===== src/emt_pkg.sv =====
// constants shared by the external memory bus timing block
package emt_pkg;

  // --------------------------------------------------------------------
  // bus mode field codes
  // --------------------------------------------------------------------
  localparam logic [2:0] MODE_MUX_NOBANK_A = 3'h1;
  localparam logic [2:0] MODE_MUX_BANK = 3'h2;
  localparam logic [2:0] MODE_MUX_NOBANK_B = 3'h3;
  localparam logic [2:0] MODE_NMX_NOBANK_A = 3'h5;
  localparam logic [2:0] MODE_NMX_BANK = 3'h6;
  localparam logic [2:0] MODE_NMX_NOBANK_B = 3'h7;

  // --------------------------------------------------------------------
  // timing register layout and reset value
  // --------------------------------------------------------------------
  localparam int SETUP_LSB = 6;
  localparam int PULSE_LSB = 2;
  localparam int HOLD_LSB = 0;
  localparam logic [7:0] TIMING_RESET = 8'hff;
  localparam logic [1:0] ALE_WIDTH_RESET = 2'h3;

  // --------------------------------------------------------------------
  // cycle counts
  // --------------------------------------------------------------------
  localparam logic [7:0] BASE_CYCLES = 8'h04;
  localparam logic [3:0] FIN_LOAD = 4'h2;
  localparam logic [3:0] START_CYCLES = 4'h1;

  typedef enum logic [2:0] {
    ST_IDLE,
    ST_START,
    ST_ALEH,
    ST_ALEL,
    ST_SETUP,
    ST_STROBE,
    ST_HOLD,
    ST_FIN
  } emt_state_t;

  function automatic logic mode_valid(input logic [2:0] m);
    mode_valid = (m != 3'h0) && (m != 3'h4);
  endfunction : mode_valid

  function automatic logic mode_mux(input logic [2:0] m);
    mode_mux = !m[2];
  endfunction : mode_mux

  function automatic logic mode_bank(input logic [2:0] m);
    mode_bank = (m == MODE_MUX_BANK) || (m == MODE_NMX_BANK);
  endfunction : mode_bank

endpackage : emt_pkg


===== src/emt_ext_bus.sv =====
// external data memory bus cycle engine with upper-port takeover
//
// Contract
// - modes 101,110,111: wide move non-multiplexed
// - 101/111 non-mux byte move: no bank
// - 110 non-mux byte move: all sixteen lines
// - modes 001,010,011: multiplexed with latch strobe
// - 001/011 mux byte move: no bank
// - 010 mux byte move: page gives upper
// - mux: upper port, shared address/data lane
// - setup before strobe zero to three cycles
// - strobe width one to sixteen cycles
// - hold after strobe zero to three cycles
// - latch strobe high one to four cycles
// - latch strobe low one to four cycles
// - write data leads strobe rise 1..19
// - write data kept for hold time
// - ports are plain pins outside moves
// - bank byte move: page upper, pointer lower byte
// - no bank byte move: upper lines from port latch
// - move lasts four plus programmed cycles
// - reset loads maximum timing settings
`timescale 1ns/10ps
module emt_ext_bus (
  input wire logic i_clk,
  input wire logic i_sys_rst,
  input wire logic i_ce,
  input wire logic [2:0] i_bus_mode,
  input wire logic [1:0] i_ale_width,
  input wire logic i_timing_we,
  input wire logic [7:0] i_timing_wdata,
  input wire logic i_req,
  input wire logic i_req_wr,
  input wire logic i_req_wide,
  input wire logic [15:0] i_wide_pointer,
  input wire logic [7:0] i_byte_pointer,
  input wire logic [7:0] i_ext_page_select,
  input wire logic [7:0] i_wdata,
  input wire logic [7:0] i_gpio_hi,
  input wire logic [7:0] i_gpio_hi_oe,
  input wire logic [7:0] i_gpio_lo,
  input wire logic [7:0] i_gpio_lo_oe,
  input wire logic [7:0] i_gpio_ad,
  input wire logic [7:0] i_gpio_ad_oe,
  input wire logic [7:0] i_ad,
  output logic [7:0] o_ext_bus_timing,
  output logic o_busy,
  output logic o_done,
  output logic [7:0] o_rdata,
  output logic [7:0] o_port_hi,
  output logic [7:0] o_port_hi_oe,
  output logic [7:0] o_port_lo,
  output logic [7:0] o_port_lo_oe,
  output logic [7:0] o_port_ad,
  output logic [7:0] o_port_ad_oe,
  output logic o_ale,
  output logic o_rd_n,
  output logic o_wr_n
);

  emt_pkg::emt_state_t state_q, state_d;
  logic [7:0] timing_q;
  logic mux_q, bank_q, wr_q, hi_drv_q;
  logic mux_d, bank_d, wr_d, hi_drv_d;
  logic [15:0] addr_q, addr_d, addr_sel;
  logic [7:0] wdata_q, wdata_d;
  logic [1:0] ale_w_q, ale_w_d;
  logic [7:0] page_q, page_d;
  logic hi_sel;
  logic go;
  logic cnt_load;
  logic [3:0] cnt_val;
  logic cnt_last;
  logic [1:0] t_setup, t_hold;
  logic [3:0] t_pulse;

  assign t_setup = timing_q[emt_pkg::SETUP_LSB +: 2];
  assign t_pulse = timing_q[emt_pkg::PULSE_LSB +: 4];
  assign t_hold = timing_q[emt_pkg::HOLD_LSB +: 2];
  assign go = i_req && emt_pkg::mode_valid(i_bus_mode);

  // --------------------------------------------------------------------
  // timing register
  // --------------------------------------------------------------------
  // writes during a move are dropped so a cycle never changes shape midway
  always_ff @(posedge i_clk) begin
    if (i_sys_rst) begin
      timing_q <= emt_pkg::TIMING_RESET;
    end else if (i_ce && i_timing_we && state_q == emt_pkg::ST_IDLE) begin
      timing_q <= i_timing_wdata;
    end
  end

  // --------------------------------------------------------------------
  // request capture
  // --------------------------------------------------------------------
  emt_addr_sel u_addr_sel (
    .i_wide(i_req_wide),
    .i_bank(emt_pkg::mode_bank(i_bus_mode)),
    .i_wide_pointer(i_wide_pointer),
    .i_byte_pointer(i_byte_pointer),
    .i_page(i_ext_page_select),
    .o_addr(addr_sel),
    .o_hi_drive(hi_sel)
  );

  always_comb begin
    if (state_q == emt_pkg::ST_IDLE && go) begin
      mux_d = emt_pkg::mode_mux(i_bus_mode);
      bank_d = emt_pkg::mode_bank(i_bus_mode);
      wr_d = i_req_wr;
      hi_drv_d = hi_sel;
      addr_d = addr_sel;
      wdata_d = i_wdata;
      ale_w_d = i_ale_width;
      page_d = i_ext_page_select;
    end else begin
      mux_d = mux_q;
      bank_d = bank_q;
      wr_d = wr_q;
      hi_drv_d = hi_drv_q;
      addr_d = addr_q;
      wdata_d = wdata_q;
      ale_w_d = ale_w_q;
      page_d = page_q;
    end
  end

  always_ff @(posedge i_clk) begin
    if (i_sys_rst) begin
      mux_q <= 1'b0;
      bank_q <= 1'b0;
      wr_q <= 1'b0;
      hi_drv_q <= 1'b0;
      addr_q <= 16'h0000;
      wdata_q <= 8'h00;
      ale_w_q <= emt_pkg::ALE_WIDTH_RESET;
      page_q <= 8'h00;
    end else if (i_ce) begin
      mux_q <= mux_d;
      bank_q <= bank_d;
      wr_q <= wr_d;
      hi_drv_q <= hi_drv_d;
      addr_q <= addr_d;
      wdata_q <= wdata_d;
      ale_w_q <= ale_w_d;
      page_q <= page_d;
    end
  end

  // --------------------------------------------------------------------
  // cycle sequencer
  // --------------------------------------------------------------------
  emt_phase_cnt #(.W(4)) u_phase_cnt (
    .i_clk(i_clk),
    .i_sys_rst(i_sys_rst),
    .i_ce(i_ce),
    .i_load(cnt_load),
    .i_val(cnt_val),
    .o_last(cnt_last)
  );

  always_comb begin
    state_d = state_q;
    cnt_load = 1'b0;
    cnt_val = 4'h0;
    case (state_q)
      emt_pkg::ST_IDLE: begin
        if (go) begin
          state_d = emt_pkg::ST_START;
        end
      end
      emt_pkg::ST_START, emt_pkg::ST_ALEL: begin
        if (state_q == emt_pkg::ST_START && mux_q) begin
          state_d = emt_pkg::ST_ALEH;
          cnt_load = 1'b1;
          cnt_val = {2'b00, ale_w_q};
        end else if (cnt_last && t_setup != 2'h0) begin
          state_d = emt_pkg::ST_SETUP;
          cnt_load = 1'b1;
          cnt_val = {2'b00, t_setup - 2'h1};
        end else if (cnt_last) begin
          state_d = emt_pkg::ST_STROBE;
          cnt_load = 1'b1;
          cnt_val = t_pulse;
        end
      end
      emt_pkg::ST_ALEH: begin
        if (cnt_last) begin
          state_d = emt_pkg::ST_ALEL;
          cnt_load = 1'b1;
          cnt_val = {2'b00, ale_w_q};
        end
      end
      emt_pkg::ST_SETUP: begin
        if (cnt_last) begin
          state_d = emt_pkg::ST_STROBE;
          cnt_load = 1'b1;
          cnt_val = t_pulse;
        end
      end
      emt_pkg::ST_STROBE: begin
        if (cnt_last && t_hold != 2'h0) begin
          state_d = emt_pkg::ST_HOLD;
          cnt_load = 1'b1;
          cnt_val = {2'b00, t_hold - 2'h1};
        end else if (cnt_last) begin
          state_d = emt_pkg::ST_FIN;
          cnt_load = 1'b1;
          cnt_val = emt_pkg::FIN_LOAD;
        end
      end
      emt_pkg::ST_HOLD: begin
        if (cnt_last) begin
          state_d = emt_pkg::ST_FIN;
          cnt_load = 1'b1;
          cnt_val = emt_pkg::FIN_LOAD;
        end
      end
      emt_pkg::ST_FIN: begin
        if (cnt_last) begin
          state_d = emt_pkg::ST_IDLE;
        end
      end
      default: begin
        state_d = emt_pkg::ST_IDLE;
      end
    endcase
  end

  always_ff @(posedge i_clk) begin
    if (i_sys_rst) begin
      state_q <= emt_pkg::ST_IDLE;
    end else if (i_ce) begin
      state_q <= state_d;
    end
  end

  // --------------------------------------------------------------------
  // pins, registered from the next state
  // --------------------------------------------------------------------
  logic bus_d, addr_ph_d, data_ph_d;
  assign bus_d = (state_d != emt_pkg::ST_IDLE);
  assign addr_ph_d = (state_d == emt_pkg::ST_START) || (state_d == emt_pkg::ST_ALEH) ||
                     (state_d == emt_pkg::ST_ALEL);
  assign data_ph_d = (state_d == emt_pkg::ST_SETUP) || (state_d == emt_pkg::ST_STROBE) ||
                     (state_d == emt_pkg::ST_HOLD);

  always_ff @(posedge i_clk) begin
    if (i_sys_rst) begin
      o_port_hi <= 8'h00;
      o_port_hi_oe <= 8'h00;
    end else if (i_ce) begin
      if (bus_d && hi_drv_d) begin
        o_port_hi <= addr_d[15:8];
        o_port_hi_oe <= 8'hff;
      end else begin
        o_port_hi <= i_gpio_hi;
        o_port_hi_oe <= i_gpio_hi_oe;
      end
    end
  end

  always_ff @(posedge i_clk) begin
    if (i_sys_rst) begin
      o_port_lo <= 8'h00;
      o_port_lo_oe <= 8'h00;
    end else if (i_ce) begin
      if (bus_d && !mux_d) begin
        o_port_lo <= addr_d[7:0];
        o_port_lo_oe <= 8'hff;
      end else begin
        o_port_lo <= i_gpio_lo;
        o_port_lo_oe <= i_gpio_lo_oe;
      end
    end
  end

  always_ff @(posedge i_clk) begin
    if (i_sys_rst) begin
      o_port_ad <= 8'h00;
      o_port_ad_oe <= 8'h00;
    end else if (i_ce) begin
      if (!bus_d) begin
        o_port_ad <= i_gpio_ad;
        o_port_ad_oe <= i_gpio_ad_oe;
      end else if (mux_d && addr_ph_d) begin
        o_port_ad <= addr_d[7:0];
        o_port_ad_oe <= 8'hff;
      end else if (wr_d && data_ph_d) begin
        o_port_ad <= wdata_d;
        o_port_ad_oe <= 8'hff;
      end else begin
        o_port_ad <= 8'h00;
        o_port_ad_oe <= 8'h00;
      end
    end
  end

  always_ff @(posedge i_clk) begin
    if (i_sys_rst) begin
      o_ale <= 1'b0;
      o_rd_n <= 1'b1;
      o_wr_n <= 1'b1;
      o_busy <= 1'b0;
    end else if (i_ce) begin
      o_ale <= mux_d && (state_d == emt_pkg::ST_ALEH);
      o_rd_n <= !((state_d == emt_pkg::ST_STROBE) && !wr_d);
      o_wr_n <= !((state_d == emt_pkg::ST_STROBE) && wr_d);
      o_busy <= bus_d;
    end
  end

  // --------------------------------------------------------------------
  // read capture and completion
  // --------------------------------------------------------------------
  // sampled on the last strobe cycle, the latest point the memory drives
  always_ff @(posedge i_clk) begin
    if (i_sys_rst) begin
      o_rdata <= 8'h00;
      o_done <= 1'b0;
    end else if (i_ce) begin
      if (state_q == emt_pkg::ST_STROBE && cnt_last && !wr_q) begin
        o_rdata <= i_ad;
      end
      o_done <= (state_q == emt_pkg::ST_FIN) && cnt_last;
    end else begin
      o_done <= 1'b0;
    end
  end

  assign o_ext_bus_timing = timing_q;

  // --------------------------------------------------------------------
  // checks
  // --------------------------------------------------------------------
  logic [7:0] cyc_cnt_q, ph_cnt_q, cyc_exp;
  always_ff @(posedge i_clk) begin
    if (i_sys_rst) begin
      cyc_cnt_q <= 8'h00;
      ph_cnt_q <= 8'h00;
    end else if (i_ce) begin
      cyc_cnt_q <= (state_q == emt_pkg::ST_IDLE) ? 8'h00 : cyc_cnt_q + 8'h01;
      ph_cnt_q <= (state_d != state_q) ? 8'h00 : ph_cnt_q + 8'h01;
    end
  end
  assign cyc_exp = emt_pkg::BASE_CYCLES + {6'h00, t_setup} + {4'h0, t_pulse} + 8'h01 + {6'h00, t_hold} +
                   (mux_q ? {5'h00, ale_w_q, 1'b0} + 8'h02 : 8'h00);
endmodule : emt_ext_bus


===== src/emt_phase_cnt.sv =====
// down-counter that times each phase of a bus cycle
`timescale 1ns/10ps
module emt_phase_cnt #(
  parameter int W = 4
) (
  input wire logic i_clk,
  input wire logic i_sys_rst,
  input wire logic i_ce,
  input wire logic i_load,
  input wire logic [W-1:0] i_val,
  output logic o_last
);

  logic [W-1:0] cnt_q;

  // --------------------------------------------------------------------
  // count
  // --------------------------------------------------------------------
  always_ff @(posedge i_clk) begin
    if (i_sys_rst) begin
      cnt_q <= '0;
    end else if (i_ce) begin
      if (i_load) begin
        cnt_q <= i_val;
      end else if (cnt_q != '0) begin
        cnt_q <= cnt_q - 1'b1;
      end
    end
  end

  assign o_last = (cnt_q == '0);

endmodule : emt_phase_cnt


===== src/emt_addr_sel.sv =====
// forms the effective address and upper byte drive for one move
`timescale 1ns/10ps
module emt_addr_sel (
  input wire logic i_wide,
  input wire logic i_bank,
  input wire logic [15:0] i_wide_pointer,
  input wire logic [7:0] i_byte_pointer,
  input wire logic [7:0] i_page,
  output logic [15:0] o_addr,
  output logic o_hi_drive
);

  // --------------------------------------------------------------------
  // address forming
  // --------------------------------------------------------------------
  always_comb begin
    if (i_wide) begin
      o_addr = i_wide_pointer;
      o_hi_drive = 1'b1;
    end else begin
      o_addr = {i_page, i_byte_pointer};
      // without bank the upper byte stays with the port latch
      o_hi_drive = i_bank;
    end
  end

endmodule : emt_addr_sel


===== config.mk =====
export PLATFORM = sky130hd
export DESIGN_NAME = emt_ext_bus
export DESIGN_NICKNAME = d
export VERILOG_FILES = /design/src/emt_pkg.sv /design/src/emt_ext_bus.sv /design/src/emt_phase_cnt.sv /design/src/emt_addr_sel.sv
export SDC_FILE = /design/constraint.sdc
export NUM_CORES = 1
export LEC_CHECK = 0
export ABC_AREA = 1
export ABC_CLOCK_PERIOD_IN_PS = 2700
export BUFFER_PORTS_ARGS = -buffer_cell sky130_fd_sc_hd__buf_4
export CAP_MARGIN = 5
export CELL_PAD_IN_SITES_DETAIL_PLACEMENT = 0
export CELL_PAD_IN_SITES_GLOBAL_PLACEMENT = 1
export CORE_ASPECT_RATIO = 1.25
export CORE_MARGIN = 2
export CORE_UTILIZATION = 30
export DETAILED_ROUTE_END_ITERATION = 10
export PLACE_DENSITY_LB_ADDON = 0.12
export SYNTH_ARGS = -nofsm -noshare
export SYNTH_HDL_FRONTEND = slang
export SYNTH_SLANG_ARGS = --single-unit
export TNS_END_PERCENT = 5

===== constraint.sdc =====
create_clock -name i_clk -period 2.7 [get_ports i_clk]
set_input_delay 0.54 -clock i_clk [delete_from_list [all_inputs] [get_ports i_clk]]
set_output_delay 0.54 -clock i_clk [all_outputs]
set_load 0.03 [all_outputs]

======== Yosys cells after proc, flatten, opt, wreduce, memory -nomap -nowiden ========
Cells that the tools add are included.
word-level totals
  register bits ........................... 105
  input port bits ......................... 116
  output and inout bits ................... 69
  word-level logic and storage cells ...... 124
operators by class
  add/subtract/negate cells ............... 3
  equality and inequality tests ........... 16
  mux-type cells .......................... 40
  bitwise logic cells ..................... 1
  reduce and logical (&&, ||, !) cells .... 43
operator list
  cell                                                  count
  2-to-1 mux 8 bit                                      11
  2-to-1 mux 16 bit                                     2
  equality test 3 bit (second input constant)           8
  2-to-1 mux 3 bit                                      8
  one-hot mux 3 bit (7 select lines)                    1
  2-to-1 mux 4 bit                                      5
  one-hot mux 4 bit (5 select lines)                    1
  logical AND 1 bit                                     18
  equality test 3 x 2 -> 1 bit (second input constant)  5
  2-to-1 mux 1 bit                                      8
  equality test 3 x 1 -> 1 bit (second input constant)  2
  zero test 1 bit                                       6
  2-to-1 mux 2 bit                                      3
  AND reduction 2 bit                                   3
  nonzero test 2 bit                                    3
  nonzero test 3 bit                                    2
  logical OR 1 bit                                      5
  zero test 4 bit                                       1
  nonzero test 4 bit                                    1
  OR reduction 2 bit                                    2
  subtractor 2 x 1 -> 2 bit (second input constant)     2
  subtractor 4 x 1 -> 4 bit (second input constant)     1
  zero test 3 bit                                       1
  inequality test 3 bit (second input constant)         1
  3 further kinds                                       3

======== Logic depth before layout (Yosys ltp) ========
Gate-level depths: netlist of the first run.
  depth in word-level cells ............... 12
  gate-level depth with buffers ........... 15
  gate-level depth less buffers ........... 14

======== Hierarchy ========
A second synthesis of the first run with hierarchy kept.
unflattened totals
  cells, all modules ...................... 796
  area total of the unflattened synthesis .. 5,470.2 um^2
modules (own cells, without submodules)
  module         instances  cells an instance  area an instance (um^2)  sequential area each (um^2)
  emt_ext_bus    1          700                4,951.0                  2,021.9
  emt_phase_cnt  1          43                 269.0                    80.1
  emt_addr_sel   1          53                 250.2                    0.0

======== Least setup slack after synthesis of the first run ========
Ideal clock, no wire load.
  path kind ............................... reg-to-reg
  start point ............................. register timing_q[6] (netlist: o_ext_bus_timing[6])
  end point ............................... register o_port_ad_oe[0]
  library setup time ...................... 123 ps
  arrival ................................. 1,925 ps
  required time ........................... 2,577 ps
  setup slack ............................. 652 ps
  cell stages (with the launch flop) ...... 15
  path buffers ............................ 0
  clock period less this slack ............ 2,048 ps
  path through ............................ dfxtp_1 -> inv_1 -> ha_1 -> inv_1 -> nand3_1 -> nand2_1 -> nand2_1 -> inv_1 -> nand3_1 -> nor2_2 -> nand2_1 -> nand2_1 -> nand2_1 -> nor2_4 -> a21oi_1
between the ends
  word-level cells in the longest chain between the ends .. 12
  elaborated cells between the ends (all ways) .. 21
  those cells by class .................... 6 x eq/ne; 6 x mux; 9 x reduce/logical
ends and longest elaborated chain
  item                                  line                text
  start, declared                       emt_ext_bus.sv:62   logic [7:0] timing_q;
  start signal, assigned                emt_ext_bus.sv:88   timing_q <= emt_pkg::TIMING_RESET;
  start signal, assigned                emt_ext_bus.sv:90   timing_q <= i_timing_wdata;
  nonzero test 2 bit *                  emt_ext_bus.sv:178  end else if (cnt_last && t_setup != 2'h0) begin
  logical AND 1 bit *                   emt_ext_bus.sv:178
  2-to-1 mux 3 bit *                    emt_ext_bus.sv:178
  2-to-1 mux 3 bit *                    emt_ext_bus.sv:174  if (state_q == emt_pkg::ST_START && mux_q) begin
  one-hot mux 3 bit (7 select lines) *  emt_ext_bus.sv:167  case (state_q)
  equality test 3 bit                   emt_ext_bus.sv:246  assign data_ph_d = (state_d == emt_pkg::ST_SETUP) || (state_d == emt_pkg::ST_STROBE) ||
  logical OR 1 bit (2 in series)        emt_ext_bus.sv:246
  logical AND 1 bit                     emt_ext_bus.sv:290  end else if (wr_d && data_ph_d) begin
  2-to-1 mux 8 bit                      emt_ext_bus.sv:290
  2-to-1 mux 8 bit                      emt_ext_bus.sv:287  end else if (mux_d && addr_ph_d) begin
  2-to-1 mux 8 bit *                    emt_ext_bus.sv:284  if (!bus_d) begin
  end signal, assigned                  emt_ext_bus.sv:286  o_port_ad_oe <= i_gpio_ad_oe;
  end, declared                         emt_ext_bus.sv:55   output logic [7:0] o_port_ad_oe,
Every way passes the cells marked *; elsewhere a longest branch is shown, timed or not.
A chain may end at the register's enable or synchronous reset.

======== Worst setup path after layout of the first run ========
  start point ............................. register u_phase_cnt.cnt_q[0]
  end point ............................... register o_port_hi[7]
between the ends
  word-level cells in the longest chain between the ends .. 8
  elaborated cells between the ends (all ways) .. 14
  those cells by class .................... 9 x mux; 5 x reduce/logical
ends and longest elaborated chain
  item                                                   line                                                        text
  start, declared                                        emt_phase_cnt.sv:14                                         logic [W-1:0] cnt_q;
  start signal, assigned                                 emt_phase_cnt.sv:24                                         cnt_q <= i_val;
  start signal, assigned                                 emt_phase_cnt.sv:26                                         cnt_q <= cnt_q - 1'b1;
  zero test 4 bit *                                      emt_phase_cnt.sv:31                                         assign o_last = (cnt_q == '0);
  2-to-1 mux 3 bit or logical AND 1 bit (tied branches)  emt_ext_bus.sv:182, emt_ext_bus.sv:196, emt_ext_bus.sv:178
  2-to-1 mux 3 bit                                       emt_ext_bus.sv:178
  2-to-1 mux 3 bit                                       emt_ext_bus.sv:174
  one-hot mux 3 bit (7 select lines) *                   emt_ext_bus.sv:167
  nonzero test 3 bit *                                   emt_ext_bus.sv:243                                          assign bus_d = (state_d != emt_pkg::ST_IDLE);
  logical AND 1 bit *                                    emt_ext_bus.sv:254                                          if (bus_d && hi_drv_d) begin
  2-to-1 mux 8 bit *                                     emt_ext_bus.sv:254
  end signal, assigned                                   emt_ext_bus.sv:255                                          o_port_hi <= addr_d[15:8];
  end signal, assigned                                   emt_ext_bus.sv:258                                          o_port_hi <= i_gpio_hi;
  end, declared                                          emt_ext_bus.sv:50                                           output logic [7:0] o_port_hi,
Marks and branches as above.

==> results.yml, run 1 <==
cts:
  cts.reportedPaths.clkPinSlew_ps: 80
  postCtsHoldBufs: 0
  clock_sink_count: 105
  tritoncts: "done"
  post_cts.repair.setup_buffers: 0
  post_cts_resize_count: 0
  worstSkewPairLatency_ps: 350
  ctsRootBufferMaster: "sky130_fd_sc_hd__clkbuf_16"
  cts_htree_levels: 3
  cts-root-to-sink-buffers: 2
  cts_made_buffers: 9
floorplan:
  die_height_um: 152
  dieWidth_um: 123
  die-area_um2: 18700
  initial_utilization_pct: 30.5
  core_area_um2: 17400
  boundaryPins: 185
  num_rows: 54
logic_synthesis:
  synth_nets: 889
  synthMostInstantiatedCell: "sky130_fd_sc_hd__nand2_1"
  post_synth_main_area_contributors: "sky130_fd_sc_hd__dfxtp_1 40%, sky130_fd_sc_hd__nand2_1 9.8%, sky130_fd_sc_hd__o21ai_0 8.4%"
  synth.yosys.seq_area_share_pct: 39.7
  netlist-cell-type-count: 39
  synthArstFlopShare_pct: 0
  post_synth_xor_area_fraction_pct: 0.166
  syn-cell-area_um2: 5290
  fraction_of_the_mapped_netlist_area_in_compound_gates_pct: 19.7
  number_of_warnings_reported_in_the_yosys_synthesis_log: 0
  yosys_register_bits: 105
  synth_enable_flop_cells: 0
  synth.cells.most_frequent: "138 x sky130_fd_sc_hd__nand2_1, 105 x sky130_fd_sc_hd__dfxtp_1, 93 x sky130_fd_sc_hd__nor2_1"
  synthAdderAreaFrac_pct: 0.709
  dominant_combinational_cell_family_by_area_after_synthesis: "simple AND/OR/NAND/NOR gates"
  syn_area_per_cell_um2: 6.87
  muxShareOfSynthArea_pct: 1.28
  yosysTopAreaCellShare_pct: 39.7
  syn_inst: 770
  synth-simple-area-share_pct: 28.3
  synth_top_area_cell: "sky130_fd_sc_hd__dfxtp_1"
  ys_dominant_reg_cell: "sky130_fd_sc_hd__dfxtp_1"
timing:
  timing.slew.headroom_pct: 66.4
  setup-tns-final_ps: 0
  clock_skews_ps: 6.97
  timing.final.crit_share_pct: 85.9
  worst_slew_pin_slew_ps: 503
  max_clock_freq_ghz: 0.431
  finalMaxSlewViolations: 0
  finalWorstPathRequiredPeriod_ps: 2320
  timing_hold_violations_final: 0
  rsz0062_at_grt: "false"
  setup_viol: 0
  whs_ps: 390
critical_path:
  timing.critical_path.required_ps: 2920
  timing.critical_path.to_type: "register"
  endpoint_of_the_lowest_slack_register_to_register_path: "o_port_hi[7]"
  cp-start-kind: "register"
  rr_startpoint: "u_phase_cnt.cnt_q[0]"
  cp_class: "reg -> reg"
  critPathMaxFanout: 16
  worstPathArrival_ps: 2540
  r2r_slack_ps: 380
  reg2regPathDepth: 13
global_routing:
  antenna_found_initial: 0
  grt_first_pass_wirelength_um: 27100
  grt_max_degree: 41
  gr-total-overflow: 0
  globalRouteTotalUtil_pct: 18.3
  first_global_vias: 5208
place:
  detailed_place.area_um2: 6860
  gpl.final_weighted_congestion: 0.797
  detailedPlacementHpwl_um: 12800
  port_buffers: 184
routing:
  met3_wirelength_um: 671
  vias: 5314
  dr.first_iter.drc_count: 212
  routed-wl-met2_um: 8410
  wire_per_inst_um: 14.5
  viasPerCell: 4.55
  post-route-drc-count: 0
  highest_layer: "met4"
  number_of_nets_with_antenna_violations_after_detailed_routing: 0
  m1WireLength_um: 7680
  firstDrtPassIters: 4
  detail_route.wirelength_um: 17000
pwr:
  total_switching_power_mw: 1.69
  p_clk_share_pct: 27.9
  sequentialPowerShare_pct: 39.2
  powerDensity_nw_per_um2: 638
  p_leak_nw: 3.39
  vdd_drop_max_uv: 263
  power.share.combinational_pct: 32.9
  intPower_mw: 2.86
  swShare_pct: 37.1
hold_path:
  min_from: "i_timing_wdata[4]"
  whs_endpoint: "o_ext_bus_timing[4]"
  worst_hold_path_type: "in -> reg"
  worst_hold_path.num_cells: 3
layout:
  total_non_filler_cell_area_in_the_finished_layout_um2: 7140
  layout.filler_cells: 1894
  post_route_cells_drive_above_1_share_pct: 27.8
  syn_to_final_growth_pct: 34.9
  antenna_cells_inserted: 0
  finalNetCount: 1058
  fin_util_pct: 41.1
run:
  drv_cap: 0
outcome:
  run_status: "complete, no violations"
==> worst max-delay path by stage <==
stage | to | slack (ps) | startpoint | depth (start not counted)
floorplan | o_port_ad_oe[0] | 650 | o_ext_bus_timing[6] | 14
global placement | o_port_ad_oe[2] | 420 | u_phase_cnt.cnt_q[0] | 12
detailed placement | o_port_ad_oe[5] | 400 | u_phase_cnt.cnt_q[0] | 12
CTS | o_port_ad_oe[5] | 370 | u_phase_cnt.cnt_q[0] | 12
global route | o_port_ad_oe[3] | 90 | u_phase_cnt.cnt_q[0] | 12
finish | o_port_hi[7] | 380 | u_phase_cnt.cnt_q[0] | 13
==> worst max-delay path, stage by stage, from the launching register on <==
cell	delay [ps]
sky130_fd_sc_hd__dfxtp_1	310
sky130_fd_sc_hd__inv_1	90
sky130_fd_sc_hd__ha_1	300
sky130_fd_sc_hd__nand2_1	150
sky130_fd_sc_hd__nor2_4	160
sky130_fd_sc_hd__nor2_1	70
sky130_fd_sc_hd__nor2_2	90
sky130_fd_sc_hd__nand2_1	70
sky130_fd_sc_hd__nor2_2	170
sky130_fd_sc_hd__nand4_4	260
sky130_fd_sc_hd__nand2_4	290
sky130_fd_sc_hd__nand2_1	80
sky130_fd_sc_hd__nand3_1	70
sky130_fd_sc_hd__a21oi_1	60
==> cell type report <==
class / instances / area [µm²] / share of cell area [%]
clock buffers: 9 / 225 / 3.15
clock inverters: 7 / 55.1 / 0.771
inverters: 92 / 347 / 4.85
multi-input cells: 534 / 2650 / 37.1
flip-flops and latches: 105 / 2100 / 29.4
well taps: 224 / 280 / 3.93
repair buffers: 197 / 1480 / 20.7
==> power groups by stage <==
| stage | Clock [mW] | Combinational (mW) | Sequential (mW) |
|---|---|---|---|
| 2_1_floorplan | 0 | 0.831 | 1.99 |
| 3_3_place_gp | 0 | 1.52 | 1.82 |
| 3_5_place_dp | 0 | 1.51 | 1.82 |
| 4_1_cts | 1.31 | 1.52 | 1.79 |
| 5_1_grt | 1.38 | 1.66 | 1.81 |
| 6_report | 1.27 | 1.50 | 1.79 |
==> cells by family after synthesis <==
| family | after synthesis |
|---|---|
| multiplexers | 6 |
| flip-flops | 105 |
| XOR/XNOR | 1 |
| adder cells (fa/ha/maj) | 3 |
| AO/OA/AOI/OAI | 193 |
| buffers and inverters | 131 |
| AND/OR/NAND/NOR | 331 |
==> layout by cell type, fill, tap and decap left out, types with 7 or more instances in the layout <==
cell type / instances
sky130_fd_sc_hd__inv_2: 7
sky130_fd_sc_hd__inv_1: 83
sky130_fd_sc_hd__a21oi_1: 85
sky130_fd_sc_hd__nand2_1: 138
sky130_fd_sc_hd__dfxtp_1: 105
sky130_fd_sc_hd__nand3_1: 64
sky130_fd_sc_hd__o21ai_0: 89
sky130_fd_sc_hd__clkbuf_16: 9
sky130_fd_sc_hd__nor2_1: 93
sky130_fd_sc_hd__buf_4: 197
==> state kept, by name (all words and copies together) (netlist names), 2 cells and up <==
name               flops
o_port_ad              8
o_port_ad_oe           8
o_port_hi              8
state_q                3
o_port_lo              8
o_ext_bus_timing       8
wdata_q                8
ale_w_q                2
addr_q                16
u_phase_cnt.cnt_q      4
o_rdata                8
o_port_hi_oe           8
o_port_lo_oe           8
==> per-layer routing <==
metal  up-vias  track usage (%)
met5         -                0
met2       117             31.0
met4         0             6.73
met3        12             2.69
li1       2852                -
met1      2333             23.4
==> metrics by stage <==
stage                     total power, mW  setup WS [ps]  std cells
after floorplan                      2.82            652        770
after global placement               3.35            419       1152
after detailed placement             3.34            396       1152
after CTS                            4.62            372       1168
after global routing                 4.85           89.7       1168
final                                4.56            381       1168
(Power assumes the default switching activity.)
==> run 2, diff against run 1 <==
Settings changed: ABC_AREA 1 to 0.
==> run 2 against run 1 <==
Fmax fell by 11%; sequential share of layout area rose by 0.072 points; largest power group unchanged; critical path depth fell by 3; synthesized area fell by 3.8%; sequential power barely moved; die area fell by 3.7%.
==> results.yml, run 2 <==
hold_path:
  whs_endpoint: "mux_q"
  min_from: "i_bus_mode[2]"
  worst_hold_path_type: "in -> reg"
  worst_hold_path.num_cells: 2
routing:
  post-route-drc-count: 0
  firstDrtPassIters: 4
  vias: 4935
  dr.first_iter.drc_count: 247
  wire_per_inst_um: 15.4
  detail_route.wirelength_um: 15600
  viasPerCell: 4.86
  number_of_nets_with_antenna_violations_after_detailed_routing: 0
layout:
  fin_cells: 1016
  mostFrequentLayoutCell: "sky130_fd_sc_hd__buf_4"
  top_register: "addr_q"
  layout.filler_cells: 1734
  largest_register_ff_count: 16
  syn_to_final_growth_pct: 40.0
  highest_count_cells_in_the_layout_ignoring_fill_and_taps: "213 x sky130_fd_sc_hd__buf_4, 106 x sky130_fd_sc_hd__nor2_1, 105 x sky130_fd_sc_hd__dfxtp_1, 79 x sky130_fd_sc_hd__nand2_1"
  ff_latch_area_um2: 2100
  multi_input_comb_area_um2: 2710
  post_route_cells_drive_above_1_share_pct: 31.3
  antenna_cells_inserted: 0
  finalNetCount: 910
critical_path:
  rr_startpoint: "u_phase_cnt.cnt_q[0]"
  cp_class: "reg -> reg"
  timing.critical_path.required_ps: 2970
  r2r_slack_ps: 80
  timing.critical_path.to_type: "register"
  cp-start-kind: "register"
  worstPathArrival_ps: 2890
  endpoint_of_the_lowest_slack_register_to_register_path: "o_port_lo[6]"
  critPathMaxFanout: 12
  reg2regPathDepth: 10
floorplan:
  num_rows: 53
  dieWidth_um: 120
  die-area_um2: 18000
  die_height_um: 150
  initial_utilization_pct: 30.5
  boundaryPins: 185
  core_area_um2: 16700
logic_synthesis:
  syn_inst: 614
  synth.cells.most_frequent: "106 x sky130_fd_sc_hd__nor2_1, 105 x sky130_fd_sc_hd__dfxtp_1, 79 x sky130_fd_sc_hd__nand2_1"
  synth_top_area_cell: "sky130_fd_sc_hd__dfxtp_1"
  synthMostInstantiatedCell: "sky130_fd_sc_hd__nor2_1"
  yosys_register_bits: 105
  syn_area_per_cell_um2: 8.29
  synth_enable_flop_cells: 0
  yosysTopAreaCellShare_pct: 41.3
  synthArstFlopShare_pct: 0
  syn-cell-area_um2: 5090
  number_of_warnings_reported_in_the_yosys_synthesis_log: 0
  post_synth_main_area_contributors: "sky130_fd_sc_hd__dfxtp_1 41%, sky130_fd_sc_hd__nor2_1 7.8%, sky130_fd_sc_hd__mux2i_1 7.1%"
  netlist-cell-type-count: 53
  synth.yosys.seq_area_share_pct: 41.3
  ys_dominant_reg_cell: "sky130_fd_sc_hd__dfxtp_1"
  synth_nets: 733
cts:
  cts_made_buffers: 9
  postCtsHoldBufs: 0
  cts_htree_levels: 3
  cts.reportedPaths.clkPinSlew_ps: 70
  worstSkewPairLatency_ps: 350
  ctsRootBufferMaster: "sky130_fd_sc_hd__clkbuf_16"
  cts-root-to-sink-buffers: 2
  tritoncts: "done"
  clock_sink_count: 105
timing:
  worst_slew_pin_slew_ps: 598
  clock_skews_ps: 8.19
  rsz0062_at_grt: "true"
  timing_hold_violations_final: 0
  max_clock_freq_ghz: 0.382
  timing.final.crit_share_pct: 97.0
  setup_viol: 0
  whs_ps: 376
  timing.slew.headroom_pct: 60.0
  setup-tns-final_ps: 0
  layout_setup_ws_ps: 81.0
  finalWorstPathRequiredPeriod_ps: 2620
  finalMaxSlewViolations: 0
pwr:
  power.total_mw: 5.14
  powerDensity_nw_per_um2: 722
  vdd_drop_max_uv: 318
  p_leak_nw: 3.13
place:
  port_buffers: 184
  detailedPlacementHpwl_um: 11500
  placedCellCount: 997
  detailedPlace.worstSlack_ps: -5.64
  gpl.final_weighted_congestion: 0.829
global_routing:
  gr-total-overflow: 0
  antenna_found_initial: 0
  grt_first_pass_wirelength_um: 24400
  globalRouteTotalUtil_pct: 17.0
  grt_max_degree: 49
  first_global_vias: 4798
run:
  drv_cap: 0
outcome:
  run_status: "complete, no violations"
-- run 2: changes by cell type after synthesis, sizes merged, moves of 16 or more --
| cell | previous run | this run |
|---|---|---|
| a311oi | 0 | 24 |
| a21oi | 89 | 20 |
| nand2 | 145 | 79 |
| a211oi | 6 | 36 |
| mux2i | 0 | 36 |
| inv | 90 | 21 |
| clkbuf | 20 | 36 |
| o21ai | 92 | 30 |
| nand3 | 66 | 12 |
-- run 2: power breakdown --
part / switching (mW) / internal, mW / total, mW
Clock: 0.584 / 0.912 / 1.50
Combinational: 1.06 / 0.759 / 1.82
Sequential: 0.108 / 1.71 / 1.82
-- run 2: cell families (layout without fill, tap and decap cells) --
family	count (synthesis)	in the layout	share of synthesized area [%]
mux	36	36	7.08
buf+inv	69	251	5.90
compound gates	154	154	23.5
fa+ha+maj	3	3	0.738
simple gates	247	247	21.4
flops	105	105	41.3
-- run 2: worst max-delay path by stage --
stage,slack [ps],endpoint,start,cells past startpoint
5_1_grt,-100,o_port_lo[1],u_phase_cnt.cnt_q[0],10
6_report,80,o_port_lo[6],u_phase_cnt.cnt_q[0],10
4_1_cts,20,o_port_lo[5],u_phase_cnt.cnt_q[0],9
2_1_floorplan,320,o_port_hi_oe[0],i_req,7
3_5_place_dp,-6,o_port_hi[4],i_req,7
3_3_place_gp,50,o_port_lo[0],i_req,7
-- run 2: timing repair --
action                                  in CTS  in global routing
pin swaps                                    0                  2
gates resized for setup                      2                  1
setup buffers                                0                  3
hold endpoints to repair                     0                  0
endpoints found under the setup margin       7                 38
-- run 2: metal layers --
metal	routed length (µm)	GRT usage [%]	vias to the layer above
met3	786	3.13	13
li1	-	-	2521
met2	7690	28.4	131
met5	0	0	-
met4	217	5.87	0
met1	6910	22.0	2270
-- run 2: per-stage QoR --
step           cell area, µm²  utilization (%)
3_3_place_gp             6740             40.3
3_5_place_dp             6740             40.3
5_1_grt                  7120             42.6
2_1_floorplan            5090                -
6_report                 7120             42.6
4_1_cts                  7100             42.5
-- run 2: final cells by class --
cell class,instances,share of cell area [%]
Clock inverter,4,1.39
Multi-Input combinational cell,440,38.1
Sequential cell,105,29.5
Timing Repair Buffer,214,22.7
Clock buffer,12,3.32
Tap cell,220,3.87
Inverter,21,1.11
-- run 2: critical path, stage by stage (launching register included) --
cell and delay, ps:
sky130_fd_sc_hd__dfxtp_1 350, sky130_fd_sc_hd__inv_1 70, sky130_fd_sc_hd__ha_1 180, sky130_fd_sc_hd__or3b_1 480
sky130_fd_sc_hd__o22ai_1 250, sky130_fd_sc_hd__a2bb2oi_1 420, sky130_fd_sc_hd__buf_4 200, sky130_fd_sc_hd__a21oi_4 50
sky130_fd_sc_hd__buf_4 190, sky130_fd_sc_hd__mux2i_1 130, sky130_fd_sc_hd__a211oi_1 230
==> run 3, diff against run 2 <==
Settings changed: ABC_CLOCK_PERIOD_IN_PS 2700 to 3160.
Clock period 2.7 ns to 3.16 ns, I/O delays scaled along.
==> run 3 against run 2 <==
Via count increased by 0.65%; sequential share of layout area increased by 0.73 points; critical path depth decreased by 2.
==> results.yml, run 3 (synthesized netlist as in run 2, its figures left out) <==
routing:
  firstDrtPassIters: 4
  viasPerCell: 4.97
  wire_per_inst_um: 15.4
  number_of_nets_with_antenna_violations_after_detailed_routing: 0
  dr.first_iter.drc_count: 282
  vias: 4967
  detail_route.wirelength_um: 15400
  post-route-drc-count: 0
timing:
  timing.slew.headroom_pct: 51.3
  setup-tns-final_ps: 0
  timing_hold_violations_final: 0
  worst_slew_pin_slew_ps: 731
  clock_skews_ps: 11.2
  max_clock_freq_ghz: 0.348
  setup_viol: 0
  timing.final.crit_share_pct: 91.0
  finalWorstPathRequiredPeriod_ps: 2870
  finalMaxSlewViolations: 0
  rsz0062_at_grt: "false"
global_routing:
  gr-total-overflow: 0
  grt_max_degree: 72
  antenna_found_initial: 0
  grt_first_pass_wirelength_um: 24100
  globalRouteTotalUtil_pct: 16.9
  first_global_vias: 4666
layout:
  fin_cells: 999
  syn_to_final_growth_pct: 36.6
  finalNetCount: 893
  largest_register_ff_count: 16
  highest_count_cells_in_the_layout_ignoring_fill_and_taps: "196 x sky130_fd_sc_hd__buf_4, 106 x sky130_fd_sc_hd__nor2_1, 105 x sky130_fd_sc_hd__dfxtp_1, 79 x sky130_fd_sc_hd__nand2_1"
  mostFrequentLayoutCell: "sky130_fd_sc_hd__buf_4"
  antenna_cells_inserted: 0
  post_route_cells_drive_above_1_share_pct: 30.0
  fin_util_pct: 41.6
  top_register: "addr_q"
  total_non_filler_cell_area_in_the_finished_layout_um2: 6950
  layout.filler_cells: 1752
floorplan:
  die_height_um: 150
  die-area_um2: 18000
  boundaryPins: 185
  num_rows: 53
  dieWidth_um: 120
  core_area_um2: 16700
  initial_utilization_pct: 30.5
cts:
  ctsRootBufferMaster: "sky130_fd_sc_hd__clkbuf_16"
  post_cts_resize_count: 0
  worstSkewPairLatency_ps: 360
  clock_sink_count: 105
  tritoncts: "done"
  cts_made_buffers: 9
  post_cts.repair.setup_buffers: 0
  cts_htree_levels: 3
  cts-root-to-sink-buffers: 2
  postCtsHoldBufs: 0
  cts.reportedPaths.clkPinSlew_ps: 80
critical_path:
  r2r_slack_ps: 290
  worstPathArrival_ps: 3110
  cp-start-kind: "register"
  rr_startpoint: "u_phase_cnt.cnt_q[0]"
  endpoint_of_the_lowest_slack_register_to_register_path: "o_port_ad[5]"
  critPathMaxFanout: 16
  timing.critical_path.to_type: "register"
  timing.critical_path.required_ps: 3400
  cp_class: "reg -> reg"
  reg2regPathDepth: 8
hold_path:
  whs_endpoint: "mux_q"
  worst_hold_path_type: "in -> reg"
  worst_hold_path.num_cells: 2
  min_from: "i_bus_mode[2]"
place:
  detailedPlacementHpwl_um: 11200
  port_buffers: 184
  placedCellCount: 983
  gpl.final_weighted_congestion: 0.843
  detailed_place.area_um2: 6640
outcome:
  run_status: "complete, no violations"
pwr:
  power.total_mw: 4.21
  vdd_drop_max_uv: 240
  powerDensity_nw_per_um2: 606
  p_leak_nw: 3.03
run:
  drv_cap: 0
[run 3: cell types whose count changed in the layout (fill, tap and decap cells not counted), moves of 2 or more]
| cell | previous run | this run |
|---|---|---|
| sky130_fd_sc_hd__buf_4 | 213 | 196 |
| sky130_fd_sc_hd__clkbuf_1 | 3 | 0 |
| sky130_fd_sc_hd__clkinv_4 | 0 | 2 |
| sky130_fd_sc_hd__bufinv_16 | 3 | 1 |
[run 3: worst max-delay path by stage]
| stage | startpoint | endpoint | slack (ps) | cells after the start |
|---|---|---|---|---|
| after floorplan | i_req | o_port_hi_oe[0] | 680 | 7 |
| after global placement | i_req | o_port_lo[3] | 210 | 7 |
| after detailed placement | i_req | o_port_lo[3] | 170 | 7 |
| after CTS | u_phase_cnt.cnt_q[0] | o_port_ad[5] | 290 | 8 |
| after global routing | u_phase_cnt.cnt_q[0] | o_port_ad_oe[4] | 40 | 8 |
| final | u_phase_cnt.cnt_q[0] | o_port_ad[5] | 290 | 8 |
[run 3: cell type report]
cell class | count | area (µm²) | share of cell area (%)
Clock buffer | 9 | 225 | 3.24
Clock inverter | 7 | 88.8 | 1.28
Inverter | 21 | 78.8 | 1.13
Multi-Input combinational cell | 440 | 2690 | 38.7
Sequential cell | 105 | 2100 | 30.2
Tap cell | 220 | 275 | 3.96
Timing Repair Buffer | 197 | 1490 | 21.5
[run 3: layer usage]
layer	wire, µm	track usage (%)
met1	6730	21.7
met2	7480	27.9
met3	867	2.97
met4	310	6.63
met5	0	0
[run 3: per-stage QoR]
| stage | setup slack, ps | hold slack (ps) |
|---|---|---|
| 2_1_floorplan | 685 | 437 |
| 3_3_place_gp | 206 | 442 |
| 3_5_place_dp | 172 | 451 |
| 4_1_cts | 294 | 448 |
| 5_1_grt | 41.7 | 454 |
| 6_report | 285 | 460 |
[run 3: power breakdown]
| group | total [mW] | switching (mW) | leakage (nW) | internal, mW |
|---|---|---|---|---|
| combinational | 1.47 | 0.879 | 2.01 | 0.587 |
| sequential | 1.56 | 0.0923 | 0.864 | 1.46 |
| clock | 1.19 | 0.554 | 0.155 | 0.632 |
[run 3: worst max-delay path: stages, from the launching register on]
cell                       delay [ps]
sky130_fd_sc_hd__dfxtp_1          350
sky130_fd_sc_hd__inv_1             70
sky130_fd_sc_hd__ha_1             180
sky130_fd_sc_hd__or3b_1           490
sky130_fd_sc_hd__o211ai_1         410
sky130_fd_sc_hd__o311ai_2         290
sky130_fd_sc_hd__o21ai_2          600
sky130_fd_sc_hd__and3_1           290
sky130_fd_sc_hd__o31ai_1           70
